===== src/acnv_defs.vh =====
/*
 * Register offsets, field positions, reset values and timing counts of the
 * converter control block.
 * Assumes inclusion by bare name from the converter control module.
 */
`ifndef ACNV_DEFS_VH
`define ACNV_DEFS_VH

// Byte addresses on the byte-addressed bus (word index times four)
`define ACNV_OFF_RES_HIGH   4'h0
`define ACNV_OFF_RES_LOW    4'h4
`define ACNV_OFF_CTRL_PRI   4'h8
`define ACNV_OFF_CTRL_SEC   4'hC
`define ACNV_OFF_IRQ_STAT   5'h10
`define ACNV_OFF_IRQ_MASK   5'h14
`define ACNV_OFF_PIN_SEL    5'h18

// Primary control fields
`define ACNV_PRI_START      7
`define ACNV_PRI_BUSY       6
`define ACNV_PRI_ENABLE     5
`define ACNV_PRI_ALIGN      4
`define ACNV_PRI_CHAN_HI    3
`define ACNV_PRI_CHAN_LO    0

// Secondary control fields
`define ACNV_SEC_SRC_HI     7
`define ACNV_SEC_SRC_LO     5
`define ACNV_SEC_REF_HI     4
`define ACNV_SEC_REF_LO     3
`define ACNV_SEC_CLK_HI     2
`define ACNV_SEC_CLK_LO     0

// Source codes; codes 4 to 7 also select the external channel
`define ACNV_SRC_EXTERNAL   3'h0
`define ACNV_SRC_BANDGAP    3'h1
`define ACNV_SRC_AMP_ZERO   3'h2
`define ACNV_SRC_AMP_ONE    3'h3

// Interrupt status bits
`define ACNV_IRQ_DONE       0
`define ACNV_IRQ_START      1

// Reset values
`define ACNV_RST_CTRL_PRI   8'h00
`define ACNV_RST_CTRL_SEC   8'h00
`define ACNV_RST_RESULT     12'h000
`define ACNV_RST_PIN_SEL    4'h0

// Successive approximation: one converter clock per result bit plus sampling
`define ACNV_SAMPLE_TICKS   4'h2
`define ACNV_RESULT_BITS    4'hC

`endif


===== src/acnv_control.v =====
/*
 * Control and result-register logic of a 12-bit successive approximation
 * converter with four external pins and three internal sources.
 * Assumes an Avalon-MM master on core_clk_i and an analog comparator whose
 * output arrives asynchronously and is synchronised here.
 */
// Decided for this implementation: the Avalon-MM register port and the address map.
//
// Contract
// Produce 12-bit result for selected source
// Four external pins plus three internal sources
// Channel field picks the external pin
// Source field picks internal or external
// Alignment bit sets result byte placement
// Unused result bit positions read zero
// Result registers are read only
// Disabled converter leaves results unchanged
// Two 8-bit control registers exist
// Control register bit layouts as documented
// Exactly one signal routed to converter; code routes none while disabled or while the selected pin is not in pin select
// Pin select decides converter input pins
// Selected pin loses its I/O function
// Selected pin loses its pull-up
// Start high then low begins conversion
// Busy set at start, cleared at completion
// Enable powers converter, clear powers down
// Both result bytes update with busy clear
// Settings latch per conversion; alignment immediate; code does not latch reference select, which follows the register
`timescale 1ns/1ps
`default_nettype none
`include "acnv_defs.vh"

module acnv_control #(
  parameter CHANNELS = 4,
  parameter RES_BITS = 12
) (
  // Clock and reset
  input  wire                 core_clk_i,
  input  wire                 rst_i,
  // Avalon-MM slave
  input  wire [4:0]           avs_address_i,
  input  wire                 avs_read_i,
  input  wire                 avs_write_i,
  input  wire [31:0]          avs_writedata_i,
  input  wire [3:0]           avs_byteenable_i,
  output reg  [31:0]          avs_readdata_o,
  output wire                 avs_waitrequest_o,
  // Interrupt
  output wire                 irq_o,
  // Analog front end
  input  wire                 cmp_i,
  output reg                  conv_power_o,
  output reg                  sample_o,
  output reg  [RES_BITS-1:0]  dac_code_o,
  output reg  [CHANNELS-1:0]  analog_input_pins_o,
  output reg                  bandgap_reference_o,
  output reg                  amp_zero_output_o,
  output reg                  amp_one_output_o,
  output reg  [1:0]           reference_select_o,
  // Pin sharing
  output wire [CHANNELS-1:0]  pin_analog_sel_o,
  output wire [CHANNELS-1:0]  pin_gpio_release_o,
  output wire [CHANNELS-1:0]  pin_pullup_release_o
);

  localparam ST_IDLE   = 2'h0;
  localparam ST_SAMPLE = 2'h1;
  localparam ST_CONV   = 2'h2;

  //////////////////////////////////////////////////////////////////////////
  // Registers
  reg [7:0]           conv_control_primary_reg;
  reg [7:0]           conv_control_secondary_reg;
  reg [RES_BITS-1:0]  result_reg;
  reg [CHANNELS-1:0]  pin_sel_reg;
  reg [1:0]           irq_stat_reg;
  reg [1:0]           irq_mask_reg;
  reg                 rd_ack_reg;
  reg [1:0]           state_reg;
  reg [RES_BITS-1:0]  sar_reg;
  reg [RES_BITS-1:0]  bit_reg;
  reg [3:0]           tick_reg;
  reg [3:0]           tick_div_reg;
  reg [2:0]           clk_sel_lat_reg;
  reg [2:0]           src_lat_reg;
  reg [3:0]           chan_lat_reg;
  reg                 cmp_meta_reg;
  reg                 cmp_sync_reg;

  wire       conv_enable           = conv_control_primary_reg[`ACNV_PRI_ENABLE];
  wire       result_align_select   = conv_control_primary_reg[`ACNV_PRI_ALIGN];
  wire       conv_busy_flag        = (state_reg != ST_IDLE);
  wire       wr_pri  = avs_write_i && avs_byteenable_i[0] &&
                       (avs_address_i == {1'b0, `ACNV_OFF_CTRL_PRI});
  wire [7:0] wdat    = avs_writedata_i[7:0];
  wire       start_was = conv_control_primary_reg[`ACNV_PRI_START];
  // Falling edge of the start bit written by software
  wire       start_fall = wr_pri && start_was && !wdat[`ACNV_PRI_START];
  wire       go       = start_fall && conv_enable && !conv_busy_flag;
  wire       conv_tick = (tick_div_reg == 4'h0);
  // An aborted run must not flag completion
  wire       done     = (state_reg == ST_CONV) && conv_enable && conv_tick && bit_reg[0];

  // Writes take one cycle; reads wait one cycle for registered data
  assign avs_waitrequest_o = avs_read_i && !rd_ack_reg;
  assign irq_o = |(irq_stat_reg & irq_mask_reg);

  // Pins selected as converter inputs give up digital functions
  assign pin_analog_sel_o     = pin_sel_reg;
  assign pin_gpio_release_o   = pin_sel_reg;
  assign pin_pullup_release_o = pin_sel_reg;

  //////////////////////////////////////////////////////////////////////////
  // Converter clock divider: divide by 2^select for select 0 to 4; select 5 to 7 also divide by 16
  function [3:0] acnv_div_load;
    input [2:0] sel;
    begin
      acnv_div_load = (4'h1 << sel[1:0]) - 4'h1;
      if (sel[2]) begin
        acnv_div_load = 4'hF;
      end
    end
  endfunction

  //////////////////////////////////////////////////////////////////////////
  // Comparator synchroniser
  always @(posedge core_clk_i) begin
    if (rst_i) begin
      cmp_meta_reg <= 1'b0;
      cmp_sync_reg <= 1'b0;
    end else begin
      cmp_meta_reg <= cmp_i;
      cmp_sync_reg <= cmp_meta_reg;
    end
  end

  //////////////////////////////////////////////////////////////////////////
  // Register writes
  always @(posedge core_clk_i) begin
    if (rst_i) begin
      conv_control_primary_reg   <= `ACNV_RST_CTRL_PRI;
      conv_control_secondary_reg <= `ACNV_RST_CTRL_SEC;
      pin_sel_reg                <= `ACNV_RST_PIN_SEL;
      irq_mask_reg               <= 2'h0;
    end else if (avs_write_i) begin
      if (wr_pri) begin
        // Busy bit is read only and never stored
        conv_control_primary_reg <= wdat & 8'hBF;
      end else if (avs_address_i == {1'b0, `ACNV_OFF_CTRL_SEC} && avs_byteenable_i[0]) begin
        conv_control_secondary_reg <= wdat;
      end else if (avs_address_i == `ACNV_OFF_PIN_SEL && avs_byteenable_i[0]) begin
        pin_sel_reg <= wdat[CHANNELS-1:0];
      end else if (avs_address_i == `ACNV_OFF_IRQ_MASK && avs_byteenable_i[0]) begin
        irq_mask_reg <= wdat[1:0];
      end
    end
  end

  //////////////////////////////////////////////////////////////////////////
  // Interrupt status: set wins over write-one-to-clear
  always @(posedge core_clk_i) begin
    if (rst_i) begin
      irq_stat_reg <= 2'h0;
    end else begin
      if (avs_write_i && avs_address_i == `ACNV_OFF_IRQ_STAT && avs_byteenable_i[0]) begin
        irq_stat_reg[`ACNV_IRQ_DONE]  <= (irq_stat_reg[`ACNV_IRQ_DONE] &&
                                          !wdat[`ACNV_IRQ_DONE]) || done;
        irq_stat_reg[`ACNV_IRQ_START] <= (irq_stat_reg[`ACNV_IRQ_START] &&
                                          !wdat[`ACNV_IRQ_START]) || go;
      end else begin
        irq_stat_reg[`ACNV_IRQ_DONE]  <= irq_stat_reg[`ACNV_IRQ_DONE] || done;
        irq_stat_reg[`ACNV_IRQ_START] <= irq_stat_reg[`ACNV_IRQ_START] || go;
      end
    end
  end

  //////////////////////////////////////////////////////////////////////////
  // Conversion sequencer
  always @(posedge core_clk_i) begin
    if (rst_i) begin
      state_reg       <= ST_IDLE;
      sar_reg         <= {RES_BITS{1'b0}};
      bit_reg         <= {RES_BITS{1'b0}};
      tick_reg        <= 4'h0;
      tick_div_reg    <= 4'h0;
      clk_sel_lat_reg <= 3'h0;
      src_lat_reg     <= 3'h0;
      chan_lat_reg    <= 4'h0;
      result_reg      <= `ACNV_RST_RESULT;
    end else begin
      tick_div_reg <= conv_tick ? acnv_div_load(clk_sel_lat_reg) : tick_div_reg - 4'h1;
      case (state_reg)
        ST_IDLE: begin
          if (go) begin
            // Settings are captured here so later writes hit the next run
            clk_sel_lat_reg <= conv_control_secondary_reg[`ACNV_SEC_CLK_HI:`ACNV_SEC_CLK_LO];
            src_lat_reg     <= conv_control_secondary_reg[`ACNV_SEC_SRC_HI:`ACNV_SEC_SRC_LO];
            chan_lat_reg    <= conv_control_primary_reg[`ACNV_PRI_CHAN_HI:`ACNV_PRI_CHAN_LO];
            tick_reg        <= `ACNV_SAMPLE_TICKS;
            tick_div_reg    <= acnv_div_load(conv_control_secondary_reg[2:0]);
            state_reg       <= ST_SAMPLE;
          end
        end
        ST_SAMPLE: begin
          if (conv_tick) begin
            if (tick_reg == 4'h1) begin
              bit_reg   <= {1'b1, {(RES_BITS-1){1'b0}}};
              sar_reg   <= {1'b1, {(RES_BITS-1){1'b0}}};
              state_reg <= ST_CONV;
            end else begin
              tick_reg <= tick_reg - 4'h1;
            end
          end
        end
        ST_CONV: begin
          if (!conv_enable) begin
            // Power-down aborts; result keeps its old value
            state_reg <= ST_IDLE;
          end else if (conv_tick) begin
            // Keep the trial bit if the input is above the DAC level
            sar_reg <= (cmp_sync_reg ? sar_reg : (sar_reg & ~bit_reg)) | (bit_reg >> 1);
            bit_reg <= bit_reg >> 1;
            if (bit_reg[0]) begin
              // Whole word lands with busy clearing
              result_reg <= cmp_sync_reg ? sar_reg : (sar_reg & ~bit_reg);
              state_reg  <= ST_IDLE;
            end
          end
        end
        default: begin
          state_reg <= ST_IDLE;
        end
      endcase
      if (!conv_enable && state_reg == ST_SAMPLE) begin
        state_reg <= ST_IDLE;
      end
    end
  end

  //////////////////////////////////////////////////////////////////////////
  // Analog routing: at most one source reaches the converter; none while disabled or while the selected pin is not in pin select
  always @(posedge core_clk_i) begin
    if (rst_i) begin
      conv_power_o        <= 1'b0;
      sample_o            <= 1'b0;
      dac_code_o          <= {RES_BITS{1'b0}};
      analog_input_pins_o <= {CHANNELS{1'b0}};
      bandgap_reference_o <= 1'b0;
      amp_zero_output_o   <= 1'b0;
      amp_one_output_o    <= 1'b0;
      reference_select_o  <= 2'h0;
    end else begin
      conv_power_o        <= conv_enable;
      sample_o            <= (state_reg == ST_SAMPLE);
      dac_code_o          <= sar_reg;
      reference_select_o  <= conv_control_secondary_reg[`ACNV_SEC_REF_HI:`ACNV_SEC_REF_LO];
      bandgap_reference_o <= conv_enable && (src_lat_reg == `ACNV_SRC_BANDGAP);
      amp_zero_output_o   <= conv_enable && (src_lat_reg == `ACNV_SRC_AMP_ZERO);
      amp_one_output_o    <= conv_enable && (src_lat_reg == `ACNV_SRC_AMP_ONE);
      analog_input_pins_o <= {CHANNELS{1'b0}};
      if (conv_enable && (src_lat_reg == `ACNV_SRC_EXTERNAL || src_lat_reg > `ACNV_SRC_AMP_ONE)
          && chan_lat_reg < CHANNELS) begin
        analog_input_pins_o[chan_lat_reg[1:0]] <= pin_sel_reg[chan_lat_reg[1:0]];
      end
    end
  end

  //////////////////////////////////////////////////////////////////////////
  // Register reads
  always @(posedge core_clk_i) begin
    if (rst_i) begin
      rd_ack_reg     <= 1'b0;
      avs_readdata_o <= 32'h0000_0000;
    end else begin
      rd_ack_reg     <= avs_read_i && !rd_ack_reg;
      avs_readdata_o <= 32'h0000_0000;
      if (avs_address_i == {1'b0, `ACNV_OFF_RES_HIGH}) begin
        // Alignment applies at read time; unused bits are zero
        avs_readdata_o[7:0] <= result_align_select ? {4'h0, result_reg[11:8]}
                                                   : result_reg[11:4];
      end else if (avs_address_i == {1'b0, `ACNV_OFF_RES_LOW}) begin
        avs_readdata_o[7:0] <= result_align_select ? result_reg[7:0]
                                                   : {result_reg[3:0], 4'h0};
      end else if (avs_address_i == {1'b0, `ACNV_OFF_CTRL_PRI}) begin
        avs_readdata_o[7:0] <= {conv_control_primary_reg[7], conv_busy_flag,
                                conv_control_primary_reg[5:0]};
      end else if (avs_address_i == {1'b0, `ACNV_OFF_CTRL_SEC}) begin
        avs_readdata_o[7:0] <= conv_control_secondary_reg;
      end else if (avs_address_i == `ACNV_OFF_IRQ_STAT) begin
        avs_readdata_o[1:0] <= irq_stat_reg;
      end else if (avs_address_i == `ACNV_OFF_IRQ_MASK) begin
        avs_readdata_o[1:0] <= irq_mask_reg;
      end else if (avs_address_i == `ACNV_OFF_PIN_SEL) begin
        avs_readdata_o[CHANNELS-1:0] <= pin_sel_reg;
      end
    end
  end

endmodule // acnv_control
`default_nettype wire


===== config.mk =====
export PLATFORM = sky130hd
export DESIGN_NAME = acnv_control
export DESIGN_NICKNAME = d
export VERILOG_FILES = /design/src/acnv_control.v
export VERILOG_INCLUDE_DIRS = /design/src
export SDC_FILE = /design/constraint.sdc
export NUM_CORES = 1
export LEC_CHECK = 0
export BUFFER_PORTS_ARGS = -buffer_cell sky130_fd_sc_hd__buf_2
export CAP_MARGIN = 20
export CORE_AREA = 8 8 111 113
export CTS_CLUSTER_DIAMETER = 50
export DETAILED_ROUTE_END_ITERATION = 8
export DIE_AREA = 0 0 119 121
export GPL_ROUTABILITY_DRIVEN = 1
export MAX_ROUTING_LAYER = met4
export PLACE_DENSITY_LB_ADDON = 0.1
export SYNTH_ARGS = -nofsm -noshare
export SYNTH_HDL_FRONTEND = slang
export SYNTH_SLANG_ARGS = --single-unit

===== constraint.sdc =====
create_clock -name core_clk_i -period 2 [get_ports core_clk_i]
set_clock_uncertainty 0.15 [all_clocks]
set_input_delay 0.3 -clock core_clk_i [delete_from_list [all_inputs] [get_ports core_clk_i]]
set_output_delay 0.3 -clock core_clk_i [all_outputs]
set_load 0.03 [all_outputs]

==> metrics.yaml <==
status: "completed"
boundaryPins: 115
async_reset_ff_frac: 0
avgSynthCellArea_um2: 8.94
slowest_stage: "dlygate4sd3_1"
worst_ep_arrival_time_ns: 2.17
cts_buffers: 17
regArea_um2: 2260
start_util: 0.462
finalCritPeriodShare: 0.968
finalSetupViolCount: 0
clock_path_buffers: 2
wirelength_mm: 12.3
slew_viol_final: 0
synth_top_area_frac: 0.462
cts-root-buf: "clkbuf_8"
cp_top_family: "buffers and inverters"
clkLatencyLatePin_ns: 0.52
fmax_mhz: 516
grt_pass1_vias: 3984
cts_sinks: 113
cts_max_level: 4
worst_slew_pin_slew_ns: 0.530
synthFlopType: "dfxtp_1"
synth-seq-area-share: 0.462
synth_seq_cells: 113
critPathBufInv: 3
fillerInstances: 950
hold_class: "in -> reg"
critical_path.max_fanout: 22
antenna_found_initial: 0
gp_congestion: 0.857
hold_violations: 0
synth_common_cells: "113 x dfxtp_1, 53 x nor2_1, 44 x a21oi_1"
slew_headroom: 0.646
multi_input_area_um2: 2330
cp_cell_sequence: "dlygate4sd3_1, buf_2, or4bb_4, nor4_4, buf_12, or2_2, a311oi_1"
powerDensity_nw_per_um2: 954
via_per_inst: 5.21
coreArea_um2: 10600
drt_first_pass_iters: 6
numPortBuffers: 63
slowest_delay_ns: 0.53
ys_top_cells_by_area: "dfxtp_1 46%, mux2i_1 7.1%, buf_4 5.2%"
cts_tree: "done"
num_rows: 38
p_total_uw: 5850
synth_largest_area_cell: "dfxtp_1"
syn_inst: 548
drc: 0
wl_per_cell_um: 15.5
final_nets: 687
syn_area_um2: 4900
yosysMostFrequentCell: "dfxtp_1"
synth_edf_count: 0
critPathRequiredTime_ns: 2.24
synthToLayoutAreaGrowth_pct: 25.1
finalSetupTns_ns: 0
grt_max_degree: 92
drt_iter0_drc: 363
critPathLaunchType: "primary input"
layout-drive-gt1-share: 0.226
cts.clk_slew.worst_paths_ns: 0.06
die_area_um2: 14400
die_x_um: 119
antenna_cells: 0
die_y_um: 121
grt_use_total: 0.179
grt_overflow: 0
end_kind: "register"
dpl.hpwl_mm: 8.54
crit_type: "in -> reg"
p_leak_uw: 0.00238
timing.max_cap.violations: 0
routed-via-count: 4124
grt_first_pass_wirelength_mm: 20.3
synth_cell_types: 55
period_needed_ns: 1.94
final_antenna_net_count: 0
ys.warnings.count: 0
ir_drop_mv: 0.505
kinds of logic (layout without fill, tap and decap cells):
logic type / after synthesis / after routing / share of synthesized area
fa+ha+maj: 3 / 3 / 0.00766
mux: 36 / 36 / 0.0761
simple gates: 212 / 212 / 0.226
other cells: 1 / 24 / 0.000765
flops: 113 / 113 / 0.462
compound gates: 106 / 106 / 0.139
buf+inv: 77 / 157 / 0.0883
final timing paths:
kind	cells past startpoint	slack, ns	start	to
worst min-delay path	3	0.07	avs_address_i[3]	irq_stat_reg[1]$_SDFF_PP0_
worst max register to register	7	0.09	tick_div_reg[0]$_SDFF_PP0_	sar_reg[1]$_SDFFE_PP0P_
worst min register to register	1	0.28	cmp_meta_reg$_SDFF_PP0_	cmp_sync_reg$_SDFF_PP0_
worst max-delay path	7	0.06	avs_writedata_i[7]	tick_reg[1]$_SDFFE_PP0P_
metal layers:
metal | up-vias | GRT usage | part of all wire
met4 | 0 | 0.0704 | 0.016
met5 | - | - | 0
li1 | 2048 | - | -
met1 | 1947 | 0.211 | 0.46
met3 | 16 | 0.0526 | 0.053
met2 | 113 | 0.283 | 0.47
final cells by class:
type,instances,area share
multi-input combinational,381,0.381
sequential,113,0.369
timing repair buffer,107,0.118
clock buffer,19,0.0704
tap,140,0.0286
clock inverter,13,0.0224
inverter,18,0.0110
through the flow:
| step | cells | setup slack (ns) | instance area, µm² | hold WS, ns | util |
|---|---|---|---|---|---|
| detailed placement | 748 | -0.0356 | 5410 | 0.289 | 0.511 |
| floorplan | 571 | 0.00188 | 4990 | 0.240 | - |
| CTS | 790 | 0.00222 | 6090 | 0.0390 | 0.574 |
| global placement | 748 | 0.00338 | 5410 | 0.268 | 0.511 |
| finish | 791 | 0.0637 | 6130 | 0.0679 | 0.578 |
| global route | 791 | -0.0125 | 6130 | 0.0600 | 0.578 |
cell usage in the layout, fill, tap and decap left out, types with 3 or more instances in the layout:
cell type,instances
dfxtp_1,113
buf_2,63
nor2_1,53
a21oi_1,43
nand2_1,40
mux2i_1,35
buf_4,29
nand3_1,28
nor2b_1,24
conb_1,24
nor3_1,17
inv_1,16
clkbuf_16,16
nand2b_1,15
o21ai_0,13
a311oi_1,10
dlygate4sd3_1,10
a211oi_1,9
nor4_1,5
and3_1,4
o21bai_1,4
clkinv_2,4
buf_12,4
and2_1,3
o221ai_1,3
nand3b_1,3
o21a_1,3
a22oi_1,3
a32o_1,3
clkinv_4,3
clkinvlp_4,3
where the power goes:
part | leakage, µW | internal, µW | switching, µW
Clock | 0.000274 | 1800 | 1070
Sequential | 0.000911 | 2290 | 36.6
Combinational | 0.00120 | 302 | 349
Total | 0.00238 | 4390 | 1460
tightest hold or removal path, stage by stage:
cell and delay [ns]:
buf_2 0.16, nor4_1 0.10, a21oi_1 0.13
repair_timing:
| action | 4_1_cts | 5_1_grt |
|---|---|---|
| cloned | 0 | 0 |
| setup endpoints to repair | 2 | 23 |
| endpoints found under the hold margin | 25 | 0 |
| hold buffers | 10 | 0 |
| buffers inserted | 0 | 1 |
| gates resized for setup | 2 | 9 |
No activity file was read; power rests on OpenSTA's default activity.
